**src/vss_pkg.sv**
```systemverilog
package vss_pkg;
    // Clock and timing base
    localparam int CLK_KHZ = 40000;
    localparam int CYC_PER_US = CLK_KHZ / 1000;
    localparam int INIT_DELAY_US = 1360;
    localparam int INIT_DELAY_CYC = INIT_DELAY_US * CYC_PER_US;
    localparam int BOOT_HOLD_US = 85;
    localparam int BOOT_HOLD_CYC = BOOT_HOLD_US * CYC_PER_US;
    localparam int VALID_NS = 500;
    localparam int VALID_CYC = (VALID_NS * CLK_KHZ + 999999) / 1000000;
    localparam int READY_DELAY_US = 85;
    localparam int READY_DELAY_CYC = READY_DELAY_US * CYC_PER_US;

    // Switching cycle and code sampling
    localparam int FSW_KHZ = 500;
    localparam int SW_CYCLE_CYC = CLK_KHZ / FSW_KHZ;
    localparam int SAMPLES_PER_CYCLE = 6;

    // Soft-start oscillator: period in us is rate kohm / divisor
    localparam int SS_KOHM_DIV = 25;
    localparam logic [9:0] SS_RATE_RST = 10'h064;

    // DAC levels in 6.25mV units
    localparam logic [9:0] CODE_BASE = 10'h102;
    localparam logic [8:0] BOOT_LEVEL = 9'h0B0;
    localparam logic [8:0] DYN_STEP = 9'h002;
    localparam logic [8:0] SS_STEP = 9'h001;

    // Register map (byte addresses)
    localparam logic [7:0] SS_RATE_OFF = 8'h00;
    localparam logic [7:0] STATUS_OFF = 8'h04;
    localparam logic [7:0] LEVEL_OFF = 8'h08;

    // Status field positions
    localparam int ST_READY_BIT = 3;
    localparam int ST_OVL_BIT = 4;
    localparam int ST_OVD_BIT = 5;
    localparam int ST_UV_BIT = 6;
    localparam int ST_TRIP_BIT = 7;
    localparam int ST_EN_BIT = 8;
    localparam int LV_CODE_LSB = 16;

    typedef enum logic [2:0] {
        VSS_SHUT,
        VSS_DELAY,
        VSS_RAMP1,
        VSS_HOLD,
        VSS_VALID,
        VSS_RAMP2,
        VSS_RUN,
        VSS_OFF
    } vss_state_t;
endpackage

```
**src/vss_sequencer.sv**
```systemverilog
// Our own choices: the APB interface to the registers and the register offsets.
`timescale 1ns/100ps
// Summary of operation
// [RULE1] Sample voltage code six times per switching cycle
// [RULE2] On change, wait half cycle, step 12.5mV
// [RULE3] Drop pending step if difference changes meanwhile
// [RULE4] Large gap: 12.5mV steps six times per cycle
// [RULE5] Processor should step code one at a time
// [RULE6] Shutdown keeps all PWM outputs high impedance (an overvoltage still drives them low here)
// [RULE7] Leave shutdown only with POR and enables
// [RULE8] Power enable comparator has about 130mV hysteresis
// [RULE9] Delay, ramp to 1.1V boot, then hold
// [RULE10] Hold 85us plus 500ns code validation
// [RULE11] Valid code ramps on; off code shuts down
// [RULE12] Soft-start ramps move 6.25mV per oscillator period
// [RULE13] Step period is rate kohm over 25 us
// [RULE14] Ready rises after soft-start plus 85us
// [RULE15] Ready low on faults, disable, off code
// [RULE16] Undervoltage below 50%, recovery at 60%
// [RULE17] Overvoltage trip: boot level, then code based
// [RULE18] Overvoltage drives PWM low until sense drops
// [RULE19] Recurring overvoltage repeats the low drive
// [RULE20] Overvoltage latches PWM off until enable cycled
// [RULE21] Comparator flags synchronised before use
module vss_sequencer #(
    parameter int NPHASE = 6,
    parameter int INIT_DELAY_CYC = vss_pkg::INIT_DELAY_CYC,
    parameter int SW_CYCLE_CYC = vss_pkg::SW_CYCLE_CYC
) (
    input wire logic clk_sys,
    input wire logic reset,
    input wire logic psel,
    input wire logic penable,
    input wire logic pwrite,
    input wire logic [7:0] paddr,
    input wire logic [31:0] pwdata,
    output logic [31:0] prdata,
    output logic pready,
    output logic pslverr,
    input wire logic [7:0] voltage_code,
    input wire logic por_ok_in,
    input wire logic power_enable_in,
    input wire logic term_rail_enable_in,
    input wire logic uv_below_in,
    input wire logic uv_recover_in,
    input wire logic ov_trip_in,
    input wire logic diff_below_in,
    input wire logic [NPHASE-1:0] pwm_in,
    output logic [NPHASE-1:0] pwm_o,
    output logic [NPHASE-1:0] pwm_oe,
    output logic [8:0] dac_level,
    output logic ov_code_trip_sel,
    output logic regulator_ready_o,
    output logic regulator_ready_oe
);
    localparam int SMP_CYC = SW_CYCLE_CYC / vss_pkg::SAMPLES_PER_CYCLE;
    localparam int HALF_CYC = SW_CYCLE_CYC / 2;

    vss_pkg::vss_state_t state_reg;
    logic [19:0] seq_cnt_reg;
    logic [6:0] sync1_reg, sync2_reg, flag_raw;
    logic por_s, pwr_s, vtt_s, uvb_s, uvr_s, ov_s, dlow_s;
    logic enabled, ov_hit;
    logic [7:0] code_smp_reg, code_prev_reg, boot_code_reg;
    logic [15:0] smp_cnt_reg, half_cnt_reg;
    logic smp_tick, chg_reg;
    logic [9:0] ss_rate_reg;
    logic [19:0] ss_acc_reg, ss_lim, ss_sum;
    logic ramping, ss_tick;
    logic [8:0] dac_reg, tgt, dmag;
    logic signed [10:0] diff, pend_diff_reg;
    logic pend_reg;
    logic ovd_reg, ovl_reg, uv_low_reg, normal;
    logic [31:0] rd_data;
    logic rd_hit;

    // Off codes force shutdown instead of a level
    function automatic logic code_is_off(input logic [7:0] c);
        return c == 8'h00 || c == 8'h01 || c == 8'hFE || c == 8'hFF;
    endfunction

    function automatic logic [8:0] code_level(input logic [7:0] c);
        logic [9:0] t;
        t = vss_pkg::CODE_BASE - {2'b00, c};
        return code_is_off(c) ? 9'h000 : t[8:0];
    endfunction

    // Clamped move toward the target, never overshoots
    function automatic logic [8:0] step_toward(
        input logic [8:0] lvl,
        input logic signed [10:0] d,
        input logic [8:0] maxs
    );
        logic [10:0] neg;
        logic [8:0] mag;
        neg = -d;
        mag = d[10] ? neg[8:0] : d[8:0];
        if (mag > maxs) begin
            mag = maxs;
        end
        return d[10] ? lvl - mag : lvl + mag;
    endfunction

    // Two-stage sync of the analog comparator flags
    assign flag_raw = {diff_below_in, ov_trip_in, uv_recover_in,
                       uv_below_in, term_rail_enable_in,
                       power_enable_in, por_ok_in};
    always_ff @(posedge clk_sys) begin
        if (reset) begin
            sync1_reg <= 7'h00;
            sync2_reg <= 7'h00;
        end else begin
            sync1_reg <= flag_raw; // RULE21
            sync2_reg <= sync1_reg;
        end
    end
    assign {dlow_s, ov_s, uvr_s, uvb_s, vtt_s, pwr_s, por_s} = sync2_reg;

    // Hysteresis lives in the comparator; logic sees a clean level
    assign enabled = por_s & pwr_s & vtt_s; // RULE7 RULE8
    assign ov_hit = ov_s & por_s; // RULE17

    // Code sample tick, six per switching cycle
    always_ff @(posedge clk_sys) begin
        if (reset || smp_tick) begin
            smp_cnt_reg <= 16'h0000;
        end else begin
            smp_cnt_reg <= smp_cnt_reg + 16'h0001;
        end
    end
    assign smp_tick = smp_cnt_reg == 16'(SMP_CYC - 1);

    // Sampled code and change detect
    always_ff @(posedge clk_sys) begin
        if (reset) begin
            code_smp_reg <= 8'hFF;
            chg_reg <= 1'b0;
            code_prev_reg <= 8'hFF;
        end else begin
            code_prev_reg <= voltage_code;
            chg_reg <= smp_tick && voltage_code != code_smp_reg;
            if (smp_tick) begin
                code_smp_reg <= voltage_code; // RULE1
            end
        end
    end

    // Soft-start oscillator: fractional accumulator keeps rate exact
    assign ramping = state_reg == vss_pkg::VSS_RAMP1 ||
                     state_reg == vss_pkg::VSS_RAMP2;
    assign ss_lim = 20'(ss_rate_reg) * 20'(vss_pkg::CYC_PER_US);
    assign ss_sum = ss_acc_reg + 20'(vss_pkg::SS_KOHM_DIV);
    assign ss_tick = ramping && ss_sum >= ss_lim; // RULE13
    always_ff @(posedge clk_sys) begin
        if (reset || !ramping) begin
            ss_acc_reg <= 20'h00000;
        end else if (ss_tick) begin
            ss_acc_reg <= ss_sum - ss_lim;
        end else begin
            ss_acc_reg <= ss_sum;
        end
    end

    // Startup sequencer
    always_ff @(posedge clk_sys) begin
        if (reset) begin
            state_reg <= vss_pkg::VSS_SHUT;
            seq_cnt_reg <= 20'h00000;
            boot_code_reg <= 8'hFF;
        end else if (!enabled) begin
            state_reg <= vss_pkg::VSS_SHUT; // RULE7 RULE15
            seq_cnt_reg <= 20'h00000;
        end else begin
            unique case (state_reg)
                vss_pkg::VSS_SHUT: begin
                    state_reg <= vss_pkg::VSS_DELAY;
                    seq_cnt_reg <= 20'h00000;
                end
                vss_pkg::VSS_DELAY: begin
                    if (seq_cnt_reg == 20'(INIT_DELAY_CYC - 1)) begin
                        state_reg <= vss_pkg::VSS_RAMP1; // RULE9
                        seq_cnt_reg <= 20'h00000;
                    end else begin
                        seq_cnt_reg <= seq_cnt_reg + 20'h00001;
                    end
                end
                vss_pkg::VSS_RAMP1: begin
                    if (dac_reg == vss_pkg::BOOT_LEVEL) begin
                        state_reg <= vss_pkg::VSS_HOLD; // RULE9
                        seq_cnt_reg <= 20'h00000;
                    end
                end
                vss_pkg::VSS_HOLD: begin
                    if (seq_cnt_reg ==
                        20'(vss_pkg::BOOT_HOLD_CYC - 1)) begin
                        state_reg <= vss_pkg::VSS_VALID; // RULE10
                        seq_cnt_reg <= 20'h00000;
                    end else begin
                        seq_cnt_reg <= seq_cnt_reg + 20'h00001;
                    end
                end
                vss_pkg::VSS_VALID: begin
                    // Code must stand still for the whole window
                    if (voltage_code != code_prev_reg) begin
                        seq_cnt_reg <= 20'h00000; // RULE10
                    end else if (seq_cnt_reg ==
                                 20'(vss_pkg::VALID_CYC - 1)) begin
                        boot_code_reg <= voltage_code;
                        seq_cnt_reg <= 20'h00000;
                        if (code_is_off(voltage_code)) begin
                            state_reg <= vss_pkg::VSS_OFF; // RULE11
                        end else begin
                            state_reg <= vss_pkg::VSS_RAMP2; // RULE11
                        end
                    end else begin
                        seq_cnt_reg <= seq_cnt_reg + 20'h00001;
                    end
                end
                vss_pkg::VSS_RAMP2: begin
                    if (dac_reg == tgt) begin
                        state_reg <= vss_pkg::VSS_RUN;
                        seq_cnt_reg <= 20'h00000;
                    end
                end
                vss_pkg::VSS_RUN: begin
                    if (code_is_off(code_smp_reg)) begin
                        state_reg <= vss_pkg::VSS_OFF; // RULE15
                    end else if (seq_cnt_reg !=
                                 20'(vss_pkg::READY_DELAY_CYC)) begin
                        seq_cnt_reg <= seq_cnt_reg + 20'h00001;
                    end
                end
                vss_pkg::VSS_OFF: begin
                    // Only an enable or POR drop gets out of here
                    state_reg <= vss_pkg::VSS_OFF; // RULE11
                end
            endcase
        end
    end

    // Target and distance to it
    assign tgt = state_reg == vss_pkg::VSS_RAMP2 ?
                 code_level(boot_code_reg) : code_level(code_smp_reg);
    assign diff = $signed({2'b00, tgt}) - $signed({2'b00, dac_reg});
    assign dmag = diff[10] ? 9'(-diff) : diff[8:0];

    // DAC level: soft-start ramps and on-the-fly code tracking
    always_ff @(posedge clk_sys) begin
        if (reset || state_reg == vss_pkg::VSS_SHUT ||
            state_reg == vss_pkg::VSS_OFF) begin
            dac_reg <= 9'h000;
            pend_reg <= 1'b0;
            pend_diff_reg <= 11'sh000;
            half_cnt_reg <= 16'h0000;
        end else if (state_reg == vss_pkg::VSS_RAMP1) begin
            if (ss_tick && dac_reg != vss_pkg::BOOT_LEVEL) begin
                dac_reg <= dac_reg + vss_pkg::SS_STEP; // RULE12
            end
        end else if (state_reg == vss_pkg::VSS_RAMP2) begin
            if (ss_tick && diff != 11'sh000) begin
                dac_reg <= step_toward(dac_reg, diff,
                                       vss_pkg::SS_STEP); // RULE12
            end
        end else if (state_reg == vss_pkg::VSS_RUN) begin
            if (pend_reg) begin
                if (diff != pend_diff_reg) begin
                    pend_reg <= 1'b0; // RULE3
                end else if (half_cnt_reg == 16'h0000) begin
                    pend_reg <= 1'b0;
                    dac_reg <= step_toward(dac_reg, diff,
                                           vss_pkg::DYN_STEP); // RULE2
                end else begin
                    half_cnt_reg <= half_cnt_reg - 16'h0001;
                end
            end else if (smp_tick && dmag != 9'h000) begin
                // Leftover gap closes each tick; CPU should avoid jumps
                dac_reg <= step_toward(dac_reg, diff,
                                       vss_pkg::DYN_STEP); // RULE4 RULE5
            end else if (chg_reg && diff != 11'sh000) begin
                pend_reg <= 1'b1; // RULE2
                pend_diff_reg <= diff;
                half_cnt_reg <= 16'(HALF_CYC - 1);
            end
        end
    end

    // Overvoltage: low drive until sense drops, then high-Z
    always_ff @(posedge clk_sys) begin
        if (reset) begin
            ovd_reg <= 1'b0;
        end else if (ov_hit) begin
            ovd_reg <= 1'b1; // RULE18 RULE19
        end else if (dlow_s) begin
            ovd_reg <= 1'b0; // RULE18
        end
    end

    // Latch-off survives code changes; set beats clear
    always_ff @(posedge clk_sys) begin
        if (reset) begin
            ovl_reg <= 1'b0;
        end else if (ov_hit) begin
            ovl_reg <= 1'b1; // RULE20
        end else if (!enabled) begin
            ovl_reg <= 1'b0; // RULE20
        end
    end

    // Undervoltage with 50/60 percent hysteresis
    always_ff @(posedge clk_sys) begin
        if (reset || state_reg != vss_pkg::VSS_RUN) begin
            uv_low_reg <= 1'b0;
        end else if (uvb_s) begin
            uv_low_reg <= 1'b1; // RULE16
        end else if (uvr_s) begin
            uv_low_reg <= 1'b0; // RULE16
        end
    end

    // PWM pins: one flop of latency is the price of clean outputs
    assign normal = enabled && !ovl_reg &&
                    state_reg != vss_pkg::VSS_SHUT &&
                    state_reg != vss_pkg::VSS_DELAY &&
                    state_reg != vss_pkg::VSS_OFF;
    always_ff @(posedge clk_sys) begin
        if (reset) begin
            pwm_o <= '0;
            pwm_oe <= '0;
        end else if (ovd_reg) begin
            pwm_o <= '0; // RULE18 RULE19
            pwm_oe <= '1;
        end else if (normal) begin
            pwm_o <= pwm_in;
            pwm_oe <= '1;
        end else begin
            pwm_o <= '0; // RULE6
            pwm_oe <= '0;
        end
    end

    // Ready pin, open drain; enable pulls it low
    always_ff @(posedge clk_sys) begin
        if (reset) begin
            regulator_ready_o <= 1'b0;
            regulator_ready_oe <= 1'b1;
        end else begin
            regulator_ready_o <= 1'b0;
            regulator_ready_oe <= !(enabled && !uv_low_reg &&
                !ovl_reg && !ovd_reg &&
                state_reg == vss_pkg::VSS_RUN &&
                seq_cnt_reg == 20'(vss_pkg::READY_DELAY_CYC)); // RULE14 RULE15
        end
    end

    // Analog-facing outputs
    always_ff @(posedge clk_sys) begin
        if (reset) begin
            dac_level <= 9'h000;
            ov_code_trip_sel <= 1'b0;
        end else begin
            dac_level <= dac_reg;
            ov_code_trip_sel <= state_reg == vss_pkg::VSS_RAMP2 ||
                                state_reg == vss_pkg::VSS_RUN; // RULE17
        end
    end

    // Register read decode
    always_comb begin
        rd_data = 32'h00000000;
        rd_hit = paddr[1:0] == 2'b00;
        unique case (paddr)
            vss_pkg::SS_RATE_OFF: rd_data[9:0] = ss_rate_reg;
            vss_pkg::STATUS_OFF: begin
                rd_data[2:0] = state_reg;
                rd_data[vss_pkg::ST_READY_BIT] = !regulator_ready_oe;
                rd_data[vss_pkg::ST_OVL_BIT] = ovl_reg;
                rd_data[vss_pkg::ST_OVD_BIT] = ovd_reg;
                rd_data[vss_pkg::ST_UV_BIT] = uv_low_reg;
                rd_data[vss_pkg::ST_TRIP_BIT] = ov_code_trip_sel;
                rd_data[vss_pkg::ST_EN_BIT] = enabled;
            end
            vss_pkg::LEVEL_OFF: begin
                rd_data[8:0] = dac_reg;
                rd_data[vss_pkg::LV_CODE_LSB +: 8] = code_smp_reg;
            end
            default: rd_hit = 1'b0;
        endcase
    end

    // APB answer: ready in the first access cycle
    always_ff @(posedge clk_sys) begin
        if (reset) begin
            pready <= 1'b0;
            pslverr <= 1'b0;
            prdata <= 32'h00000000;
        end else begin
            pready <= psel && !penable;
            if (psel && !penable) begin
                pslverr <= !rd_hit;
                prdata <= pwrite ? 32'h00000000 : rd_data;
            end
        end
    end

    // Soft-start rate register, in kohm
    always_ff @(posedge clk_sys) begin
        if (reset) begin
            ss_rate_reg <= vss_pkg::SS_RATE_RST;
        end else if (psel && penable && pready && pwrite &&
                     paddr == vss_pkg::SS_RATE_OFF) begin
            ss_rate_reg <= pwdata[9:0]; // RULE13
        end
    end
endmodule

```
**config.mk**
```make
export PLATFORM = sky130hd
export DESIGN_NAME = vss_sequencer
export DESIGN_NICKNAME = d
export VERILOG_FILES = /design/src/vss_pkg.sv /design/src/vss_sequencer.sv
export SDC_FILE = /design/constraint.sdc
export NUM_CORES = 1
export LEC_CHECK = 0
export ABC_CLOCK_PERIOD_IN_PS = 6400
export BUFFER_PORTS_ARGS = -buffer_cell sky130_fd_sc_hd__buf_2
export CAP_MARGIN = 20
export CORE_AREA = 2 2 139 208
export CTS_CLUSTER_DIAMETER = 100
export CTS_CLUSTER_SIZE = 14
export DETAILED_ROUTE_END_ITERATION = 12
export DIE_AREA = 0 0 141 210
export PLACE_DENSITY = 0.59
export SLEW_MARGIN = 30
export SYNTH_ARGS = -nofsm -noshare
export SYNTH_HDL_FRONTEND = slang
export SYNTH_SLANG_ARGS = --single-unit
```
**constraint.sdc**
```tcl
create_clock -name clk_sys -period 6.4 [get_ports clk_sys]
set_clock_uncertainty 0.2 [all_clocks]
set_input_delay 0 -clock clk_sys [delete_from_list [all_inputs] [get_ports clk_sys]]
set_output_delay 0 -clock clk_sys [all_outputs]
set_load 0.01 [all_outputs]
```
==> metrics.md, run 1 <==
| Metric | Value |
|---|---|
| Status | finished, violations left |
| Failing checks | setup timing |
| Die area | 0.0296 mm^2 |
| Hold Path End | prdata[22]$_SDFFE_PP0P_ |
| Top delay family on crit path | simple AND/OR/NAND/NOR gates |
| Vias in the first global route | 9730 |
| F_max | 0.152 GHz |
| # DRC | 0 |
| # IOs | 124 |
| RSZ-0062 raised after global routing | true |
| Worst r2r src | code_smp_reg[3]$_SDFFE_PP1P_ |
| Clk slew on worst S/H paths | 0.08 ns |
| Met1 WL | 11700 um |
| Post-synth EDFFs | 0 |
| Total CTS buffers | 17 |
| Dpl cell area | 0.0123 mm^2 |
| Sequential area share after synthesis | 33.8% |
| Clock Power Share | 47.8% |
| R2r worst-path depth | 31 |
| Metal2 WL | 15800 um |
| Initial detailed-routing violation count | 268 |
| Combinational share of power | 4.4% |
| Core Util, Final | 49.8% |
| Most common cell after layout, fill and taps aside | dfxtp_1 |
| Core Region | 0.0279 mm^2 |
| Worst Path Required | 6.60 ns |
| WL met3 | 586 um |
| Actual slew at the worst max-slew pin | 0.804 ns |
| Switching Fraction | 23.0% |
| CP arrival | 6.77 ns |
| Post-route setup slack | -0.172 ns |
| Tightest Hold Check Type | primary input to flop |
| Worst hold start | paddr[6] |
| First-pass GRT wire length | 47600 um |
| Syn Inst Count | 1290 |
| Width of the die | 141 um |
| Non-Filler Instances | 1854 |
| Clock Latency Late Sink | 0.47 ns |
| Placer Congestion | 0.912 |
| GRT Overall Usage | 19.9% |
| Worst slack at placement | -0.406 ns |
| Port Buffers | 86 |
| Dpl hpwl | 21500 um |
| Area growth syn-to-layout | 26.4% |
| CP max stage cell | or4_4 |
| Clock sink count | 185 |
| Fillers | 2640 |
| Power Density | 175 mW/mm^2 |
| FF+latch count, synth | 185 |
| Via Count | 9755 |
| DR vias/cell | 5.26 |
| Crit Path Class | flop to flop |
| Fin area | 0.0139 mm^2 |
| Final period util | 103% |
| Cell count after placement | 1761 |
| Pre-antenna DRT Iters | 5 |
| Crit-path max FO | 6 |
| Initial antenna violation count | 0 |
| WL final | 29200 um |
| CTS HTree Levels | 4 |
| Routed length per instance | 15.8 um |
| Reg-to-reg endpoint | dac_reg[8]$_SDFFE_PP0P_ |
| Crit-path max cell delay | 0.56 ns |
| CTS tree | done |
| Sequential share of power | 47.8% |
| Die height | 210 um |
| Peak VDD IR | 0.197 mV |
| P_int | 0.00187 W |
| Uppermost layer routed | met4 |
| Final Max Slew Viols | 0 |
| Final setup viols | 1 |
| Antenna Violating Nets Remaining | 0 |
| Commonest cells after routing, fill and taps aside | dfxtp_1, nor2_1, buf_4, buf_2 |
| Starting Density | 39.4% |
| CTS Buffer Depth | 2 |
| Tmin final | 6.57 ns |
| Netlist Area Pre-Place | 0.0110 mm^2 |
| Async S/R FF share, synth | 0% |
| Row count | 75 |
| Power, Total | 0.00243 W |
| Max cap viols | 0 |
| Syn. warnings | 0 |
| Final Hold Vio Count | 0 |
| Worst Setup SP | code_smp_reg[3]$_SDFFE_PP1P_ |
| Lkg Pwr | 5.61 nW |
| Total grt overflow | 0 |
| Synth cell types | 78 |
| P_sw | 0.000559 W |
| Largest net degree at the start of global routing | 78 |
| Worst slew margin | 46.1% |
| CP Launch Type | flop |
| Crit end category | flop |
| Reg2reg setup slack | -0.17 ns |
| Layout cells sized above 1 | 22.8% |
| WP buf/inv | 1 |
| Syn Area/Cell | 8.51 um^2 |
| Synth Flop Type | dfxtp_1 |
| Layout net count | 1633 |
| ANT cells | 0 |
| Root buffer cell | clkbuf_16 |
| Hold path cells | 7 |
## cells by family after synthesis
| logic type | Yosys count | share of synthesized area (%) |
|---|---|---|
| other cells | 2 | 0.0684 |
| mux | 33 | 3.04 |
| compound gates | 252 | 15.9 |
| simple gates | 482 | 22.9 |
| flops | 185 | 33.8 |
| xor+xnor | 126 | 10.2 |
| fa+ha+maj | 72 | 8.48 |
| buf+inv | 138 | 5.68 |
## area by class of cell
class,count,area (um^2),share of cell area (%)
clock buffers,18,429,3.09
multi-input cells,981,7050,50.9
well taps,346,433,3.12
repair buffers,250,1800,13.0
flip-flops and latches,185,3710,26.8
inverters,60,228,1.64
clock inverters,14,214,1.54
## synthesized netlist by cell type (5+ instances only)
library cell    n  area [um^2]
a21o_1         15          113
nand3b_1        5         37.5
and3_1         13         81.3
o21a_1          7         52.6
nand3_1        33          165
nor4_1         18          113
a211oi_1       20          150
dfxtp_1       185         3700
o211ai_1        5         37.5
ha_1           68          851
or3_1           8         50.1
o31ai_1        11         82.6
buf_4          21          158
a211o_1        22          193
nand2_1        52          195
o21ai_0        36          180
clkbuf_1       48          180
nand4_1        26          163
nand4b_1        6         52.6
buf_1           5         18.8
o31a_1          5         43.8
mux2i_1        30          300
or3_2           7         52.6
or2_2          19          119
xnor2_1        67          587
nor2_1        181          679
nand2b_1       15         93.8
and2_1         12         75.1
xor2_1         58          508
nor3_1         21          105
a21oi_2        10         87.6
o22ai_1        12         75.1
nor2b_1        28          175
a21oi_1        52          260
a22oi_1        17          128
inv_1          60          225
o21bai_1        7         52.6
or4_2           6         52.6
## layer usage
metal / up-vias / global-route usage (%)
li1: 4918 / -
met5: - / 0
met4: 0 / 9.66
met3: 55 / 2.54
met2: 139 / 38.3
met1: 4643 / 21.2
## worst max-delay path by stage
| stage | depth (start not counted) | slack, ns | end |
|---|---|---|---|
| 6_report | 31 | -0.17 | dac_reg[8]$_SDFFE_PP0P_ |
| 5_1_grt | 31 | -0.48 | dac_reg[8]$_SDFFE_PP0P_ |
| 4_1_cts | 31 | -0.10 | dac_reg[8]$_SDFFE_PP0P_ |
| 3_5_place_dp | 34 | -0.41 | dac_reg[8]$_SDFFE_PP0P_ |
| 3_3_place_gp | 33 | -0.29 | dac_reg[8]$_SDFFE_PP0P_ |
| 2_1_floorplan | 35 | -0.24 | dac_reg[8]$_SDFFE_PP0P_ |
## power by group through the flow
stage | sequential [W] | clock, W | combinational (W)
6_report | 0.00116 | 0.00116 | 0.000106
5_1_grt | 0.00116 | 0.00123 | 0.000117
4_1_cts | 0.00116 | 0.00119 | 0.000102
3_5_place_dp | 0.00119 | 0 | 0.0000833
3_3_place_gp | 0.00119 | 0 | 0.0000824
2_1_floorplan | 0.00119 | 0 | 0.0000576
## metrics by stage
step	setup TNS [ns]	hold slack [ns]
after CTS	-0.104	0.00256
final	-0.172	0.0206
after floorplan	-0.272	-0.0934
after global placement	-0.424	0.0000732
after detailed placement	-0.733	0.00615
after global routing	-0.972	0.0479
## timing repair
action                                 CTS  global route
endpoints found under the hold margin   71             1
setup buffers                            8             7
setup endpoints to repair                4             5
gates resized for setup                 27            39
pin swaps                               24            13
cloned                                   0             0
hold buffers                            49             1
## worst register-to-register path, delay by kind of cell (launching register included)
family / cells / cell delay, ns
AOI/OAI and AO/OA: 11 / 1.98
adders and majority gates: 4 / 1.08
buffers and inverters: 1 / 0.12
muxes: 1 / 0.34
xor gates and xnor gates: 3 / 0.46
DFF: 1 / 0.33
and+or+nand+nor: 11 / 1.98
(Power assumes the default switching activity.)
==> run 2: changes to the inputs <==
Settings changed: ABC_CLOCK_PERIOD_IN_PS 6400 to 5400, CTS_CLUSTER_SIZE 14 to unset, GPL_TIMING_DRIVEN set to 0.
Clock period 6.4 ns to 5.4 ns, I/O delays scaled along.
==> run 2 against run 1 <==
Against the previous run: the run still ends with setup timing left; sequential cell count unchanged; worst hold slack gained 0.046 ns; worst setup slack worse by 1.4 ns; cell count is 0.32% higher; critical path depth up 4; first-iteration DRC count is 67% higher; non-clock buffer count is 6 higher; global-route usage up 0.60 points; routed wire length increased by 3.0%.
==> metrics.md, run 2 (same netlist as run 1, synthesis figures left out) <==
| Metric | Value |
|---|---|
| F_max | 0.144 GHz (-5.3%) |
| Commonest cells after routing, fill and taps aside | dfxtp_1, nor2_1, buf_2, buf_4, ha_1 |
| Register Area | 0.00371 mm^2 (unchanged) |
| Total grt overflow | 0 (unchanged) |
| P_sw | 0.000678 W (+21%) |
| P_int | 0.00214 W (+14%) |
| Clk slew on worst S/H paths | 0.08 ns (about the same) |
| First-pass GRT wire length | 48600 um (+2.1%) |
| CP max stage cell | fa_2 |
| Crit-path max FO | 7 (+1) |
| Row count | 75 (unchanged) |
| Fin area | 0.0137 mm^2 (-0.90%) |
| Dpl cell area | 0.0120 mm^2 (-2.7%) |
| Die area | 0.0296 mm^2 (unchanged) |
| Tightest Hold Check Type | primary input to flop |
| Root buffer cell | clkbuf_16 |
| Tmin final | 6.94 ns (+0.370 ns) |
| Failing checks | setup timing |
| Port Buffers | 85 (-1.2%) |
| Width of the die | 141 um (unchanged) |
| Crit end category | flop |
| Clock Power Share | 46.3% (-1.5 points) |
| Initial antenna violation count | 0 (unchanged) |
| CP Launch Type | flop |
| Final period util | 129% (+26 points) |
| Layout cells sized above 1 | 21.4% (-1.4 points) |
| CTS tree | done |
| Worst hold start | psel |
| Post-route setup slack | -1.54 ns (-1.37 ns) |
| # IOs | 124 (unchanged) |
| Peak VDD IR | 0.233 mV (+18%) |
| ANT cells | 0 (unchanged) |
| Lkg Pwr | 5.55 nW (-1.1%) |
| Status | finished, violations left |
| Dpl hpwl | 22000 um (+2.5%) |
| Initial detailed-routing violation count | 448 (+67%) |
| Max cap viols | 0 (unchanged) |
| Crit Path Class | flop to flop |
| Crit-path max cell delay | 0.39 ns (-0.17 ns) |
| Core Region | 0.0279 mm^2 (unchanged) |
| GRT Overall Usage | 20.5% (+0.60 points) |
| Layout net count | 1639 (+0.37%) |
| Combinational share of power | 4.8% (+0.4 points) |
| Clock sink count | 185 (unchanged) |
| CP arrival | 7.14 ns (+0.37 ns) |
| Routed length per instance | 16.2 um (+2.7%) |
| Final Max Slew Viols | 0 (unchanged) |
| Sequential share of power | 48.9% (+1.1 points) |
| Area growth syn-to-layout | 25.3% |
| Worst Path Required | 5.60 ns (-1.00 ns) |
| Starting Density | 39.4% (unchanged) |
| Setup_tns | -27.90 ns (-27.72 ns) |
| RSZ-0062 raised after global routing | true |
| Multi-input gate area | 0.00703 mm^2 (-0.32%) |
| Placer Congestion | 0.860 (-5.7%) |
| Clock Latency Late Sink | 0.46 ns (about the same) |
| WL final | 30100 um (+3.0%) |
| Worst hold slack | 0.0669 ns (+0.0463 ns) |
| Actual slew at the worst max-slew pin | 0.722 ns (-0.0818 ns) |
| Switching Fraction | 24.0% (+1.1 points) |
| CTS Buffer Depth | 2 (unchanged) |
| Final Hold Vio Count | 0 (unchanged) |
| Antenna Violating Nets Remaining | 0 (unchanged) |
| CTS HTree Levels | 4 (unchanged) |
| Worst r2r src | code_smp_reg[1]$_SDFFE_PP1P_ |
| Power, Total | 0.00282 W (+16%) |
| # DRC | 0 (unchanged) |
| Largest net degree at the start of global routing | 19 (-76%) |
| Power Density | 205 mW/mm^2 (+17%) |
| Worst Setup SP | code_smp_reg[1]$_SDFFE_PP1P_ |
| Final setup viols | 34 (+33) |
| Die height | 210 um (unchanged) |
| DR vias/cell | 5.27 (+0.21%) |
| Pre-antenna DRT Iters | 5 (unchanged) |
| Vias in the first global route | 9820 (+0.92%) |
| Via Count | 9807 (+0.53%) |
| Most common cell after layout, fill and taps aside | dfxtp_1 |
| Fillers | 2641 (+0.038%) |
| Total CTS buffers | 17 (unchanged) |
| Worst slew margin | 51.9% (+5.8 points) |
## run 2: changes by cell type in the layout (fill, tap and decap cells not counted), sizes merged
cell and delta:
buf -26, inv +2, clkinv +3, bufinv -2, clkinvlp -2, dlygate4sd3 -7, clkdlybuf4s15 +1, clkbuf +37
## run 2: worst max-delay path: cells and delay by family (launching register included)
family	cells	cell delay, ns
flops	1	0.36
buf+inv	2	0.28
fa+ha+maj	6	1.53
simple gates	11	1.58
mux	1	0.36
compound gates	12	2.17
xor+xnor	3	0.39
## run 2: cell type report
type / count / share of cell area, %
Clock inverter: 15 / 1.32
Sequential cell: 185 / 27.0
Timing Repair Buffer: 186 / 9.50
Buffer: 70 / 3.06
Tap cell: 346 / 3.15
Clock buffer: 17 / 3.10
Inverter: 60 / 1.69
Multi-Input combinational cell: 981 / 51.2
## run 2: timing repair
action | in CTS | in global routing
hold endpoints to repair | 61 | 0
hold buffers | 43 | 0
cloned | 0 | 1
pin swaps | 22 | 15
buffers inserted | 51 | 6
resized for setup | 43 | 32
endpoints found under the setup margin | 32 | 50
## run 2: per-stage QoR
stage | instances | util, % | setup slack, ns
3_5_place_dp | 1735 | 43.0 | -2.15
6_report | 1860 | 49.3 | -1.54
3_3_place_gp | 1735 | 43.0 | -2.08
2_1_floorplan | 1304 | - | -1.23
4_1_cts | 1855 | 48.7 | -1.42
5_1_grt | 1860 | 49.3 | -1.82
## run 2: per-layer routing
| layer | wire (um) | global-route usage [%] | vias up |
|---|---|---|---|
| li1 | - | - | 4945 |
| met1 | 12000 | 21.6 | 4617 |
| met2 | 16000 | 39.6 | 186 |
| met3 | 866 | 2.98 | 59 |
| met4 | 1160 | 9.55 | 0 |
| met5 | 0 | 0 | - |
## run 2: path summary, 6_finish.rpt
kind	endpoint	slack (ns)	depth (start not counted)
max	dac_reg[8]$_SDFFE_PP0P_	-1.54	35
min	pready$_SDFF_PP0_	0.07	4
max reg2reg	dac_reg[8]$_SDFFE_PP0P_	-1.54	35
min reg2reg	sync2_reg[2]$_SDFF_PP0_	0.24	1
## run 2: power groups by stage
stage	clock network [W]	logic (W)	registers, W
floorplan	0	0.0000684	0.00141
CTS	0.00133	0.000135	0.00138
global route	0.00138	0.000149	0.00138
detailed placement	0	0.000109	0.00141
finish	0.00130	0.000136	0.00138
global placement	0	0.000108	0.00141
==> run 3: changes to the inputs <==
Settings changed: ABC_CLOCK_PERIOD_IN_PS 5400 to unset, CORE_AREA 2 2 139 208 to 2 2 120 180, DIE_AREA 0 0 141 210 to 0 0 122 182, GPL_TIMING_DRIVEN 0 to unset, PLACE_DENSITY 0.59 to 0.75.
==> run 3 against run 2 <==
Against the previous run: the flow still finishes with violations (setup timing); worst setup slack better by 0.26 ns; maximum frequency is 3.9% higher; sequential cell count stayed put; critical path depth is 4 lower; die area is 25% lower; clock power is 7% lower; cell count is 2.0% lower; sequential share of layout area is 0.37 points lower; non-clock buffer count is 40 higher; via count is 3.9% higher; utilization is 18 points higher; critical path type unchanged; critical endpoint unchanged; largest cell class unchanged.
==> metrics.md, run 3 (same netlist as run 1, synthesis figures left out) <==
| Metric | Value |
|---|---|
| # DRC | 0 (unchanged) |
| Routed length per instance | 16.0 um (-0.99%) |
| Initial detailed-routing violation count | 563 (+26%) |
| Post-route setup slack | -1.28 ns (+0.259 ns) |
| Peak VDD IR | 0.232 mV (-0.43%) |
| Via Count | 10200 (+3.9%) |
| Area growth syn-to-layout | 26.9% |
| Total grt overflow | 0 (unchanged) |
| First-pass GRT wire length | 47600 um (-2.1%) |
| RSZ-0062 raised after global routing | true |
| Layout cells sized above 1 | 24.5% (+3.1 points) |
| Starting Density | 52.9% (+14 points) |
| Worst slew margin | 39.5% (-12 points) |
| CTS Buffer Depth | 2 (unchanged) |
| Lkg Pwr | 5.76 nW (+3.8%) |
| Fillers | 1687 (-36%) |
| Initial antenna violation count | 0 (unchanged) |
| Vias in the first global route | 9982 (+1.6%) |
| Status | finished, violations left |
| GRT Overall Usage | 26.6% (+6.1 points) |
| Width of the die | 122 um (-13%) |
| # IOs | 124 (unchanged) |
| Tightest Hold Check Type | primary input to flop |
| Final Hold Vio Count | 0 (unchanged) |
| GR peak layer | met2 |
| M3 GR Usage | 4.40% (+1.4 points) |
| Core Util, Final | 67.1% (+18 points) |
| Power, Total | 0.00271 W (-3.7%) |
| Power Density | 195 mW/mm^2 (-4.9%) |
| Final Max Slew Viols | 0 (unchanged) |
| Max cap viols | 0 (unchanged) |
| Dpl hpwl | 20500 um (-6.9%) |
| Layout net count | 1679 (+2.4%) |
| Crit Path Class | flop to flop |
| Root buffer cell | clkbuf_16 |
| DR vias/cell | 5.59 (+6.1%) |
| Worst Path Required | 5.60 ns (about the same) |
| CP Launch Type | flop |
| Placer Congestion | 0.916 (+6.5%) |
| Largest net degree at the start of global routing | 81 (+62) |
| Worst slack at placement | -1.39 ns (+0.766 ns) |
| Commonest cells after routing, fill and taps aside | dfxtp_1, nor2_1, buf_4, buf_2, ha_1 |
| Crit-path max cell delay | 0.39 ns (about the same) |
| Met2 usage | 48.8% (+9.2 points) |
| Clk slew on worst S/H paths | 0.08 ns (about the same) |
| Final setup viols | 26 (-24%) |
| Total CTS buffers | 17 (unchanged) |
| Crit end category | flop |
| Crit-path most repeated cell | ha_1 |
| Port Buffers | 86 (+1.2%) |
| CP max stage cell | or3_4 |
| Row count | 65 (-13%) |
| Tmin final | 6.68 ns (-0.259 ns) |
| Die height | 182 um (-13%) |
| Die area | 0.0222 mm^2 (-25%) |
| M1 GR Usage | 29.4% (+7.8 points) |
| CTS HTree Levels | 4 (unchanged) |
| CTS tree | done |
| Core Region | 0.0207 mm^2 (-26%) |
| Actual slew at the worst max-slew pin | 0.907 ns (+0.185 ns) |
| Final period util | 124% (-4.8 points) |
| Most common cell after layout, fill and taps aside | dfxtp_1 |
| WL final | 29200 um (-3.0%) |
| Crit-path max FO | 5 (-2) |
| CP arrival | 6.89 ns (-0.25 ns) |
| Clock sink count | 185 (unchanged) |
| Antenna Violating Nets Remaining | 0 (unchanged) |
| Failing checks | setup timing |
| F_max | 0.150 GHz (+3.9%) |
| Pre-antenna DRT Iters | 6 (+1) |
| Clock Latency Late Sink | 0.45 ns (about the same) |
| ANT cells | 0 (unchanged) |
[run 3: cell types whose count changed in the layout (fill, tap and decap cells not counted), moves of 3 or more]
cell           change
buf_1              -4
buf_4             +80
clkbuf_1          -32
clkinv_4           -3
clkinvlp_4         +3
dlygate4sd3_1      +6
nor4_1             +3
nor4_2             -3
or4_2              -4
or4_4              +3
xnor2_1            +3
[run 3: where the power goes]
part	internal, W	switching [W]
clock	0.000609	0.000603
combinational	0.0000609	0.0000636
sequential	0.00137	0.00000549
[run 3: final cells by class]
type | count | area [um^2] | area share, %
inverter | 60 | 228 | 1.64
tap | 268 | 335 | 2.41
multi-input combinational | 981 | 6940 | 49.9
sequential | 185 | 3710 | 26.7
clock buffer | 18 | 429 | 3.08
clock inverter | 14 | 134 | 0.961
timing repair buffer | 296 | 2140 | 15.4
[run 3: worst paths after layout]
path | startpoint | endpoint | slack [ns] | cells past startpoint
max | code_smp_reg[0]$_SDFFE_PP1P_ | dac_reg[8]$_SDFFE_PP0P_ | -1.28 | 31
max reg2reg | code_smp_reg[0]$_SDFFE_PP1P_ | dac_reg[8]$_SDFFE_PP0P_ | -1.28 | 31
min reg2reg | sync1_reg[5]$_SDFF_PP0_ | sync2_reg[5]$_SDFF_PP0_ | 0.24 | 1
min | paddr[3] | prdata[19]$_SDFFE_PP0P_ | 0.03 | 5
[run 3: timing repair]
| action | in CTS | in global routing |
|---|---|---|
| hold buffers | 49 | 0 |
| resized for setup | 22 | 26 |
| cloned | 1 | 0 |
| endpoints found under the hold margin | 74 | 0 |
| pin swaps | 33 | 9 |
| setup endpoints to repair | 8 | 26 |
| buffers inserted | 23 | 6 |
[run 3: worst max-delay path: cells and delay by family (launching register included)]
| family | cells | cell delay, ns |
|---|---|---|
| muxes | 1 | 0.29 |
| adders and majority gates | 5 | 1.29 |
| xor gates and xnor gates | 1 | 0.15 |
| DFF | 1 | 0.38 |
| and+or+nand+nor | 8 | 1.28 |
| buffers and inverters | 2 | 0.22 |
| AOI/OAI and AO/OA | 14 | 2.82 |
[run 3: metal layers]
metal / routed length [um] / vias to the layer above
met2: 15500 / 277
met3: 1260 / 77
met4: 1000 / 0
li1: - / 5017
met5: 0 / -
met1: 11500 / 4817
[run 3: per-stage QoR]
| stage | TNS, ns | cell area, um^2 | hold WS [ns] | cells |
|---|---|---|---|---|
| after global routing | -32.71 | 13900 | 0.0822 | 1822 |
| after global placement | -5.90 | 12400 | 0.00565 | 1712 |
| after CTS | -21.69 | 13800 | 0.0235 | 1816 |
| after detailed placement | -6.77 | 12500 | 0.00685 | 1712 |
| after floorplan | -5.40 | 11100 | -0.0934 | 1304 |
| final | -25.32 | 13900 | 0.0294 | 1822 |
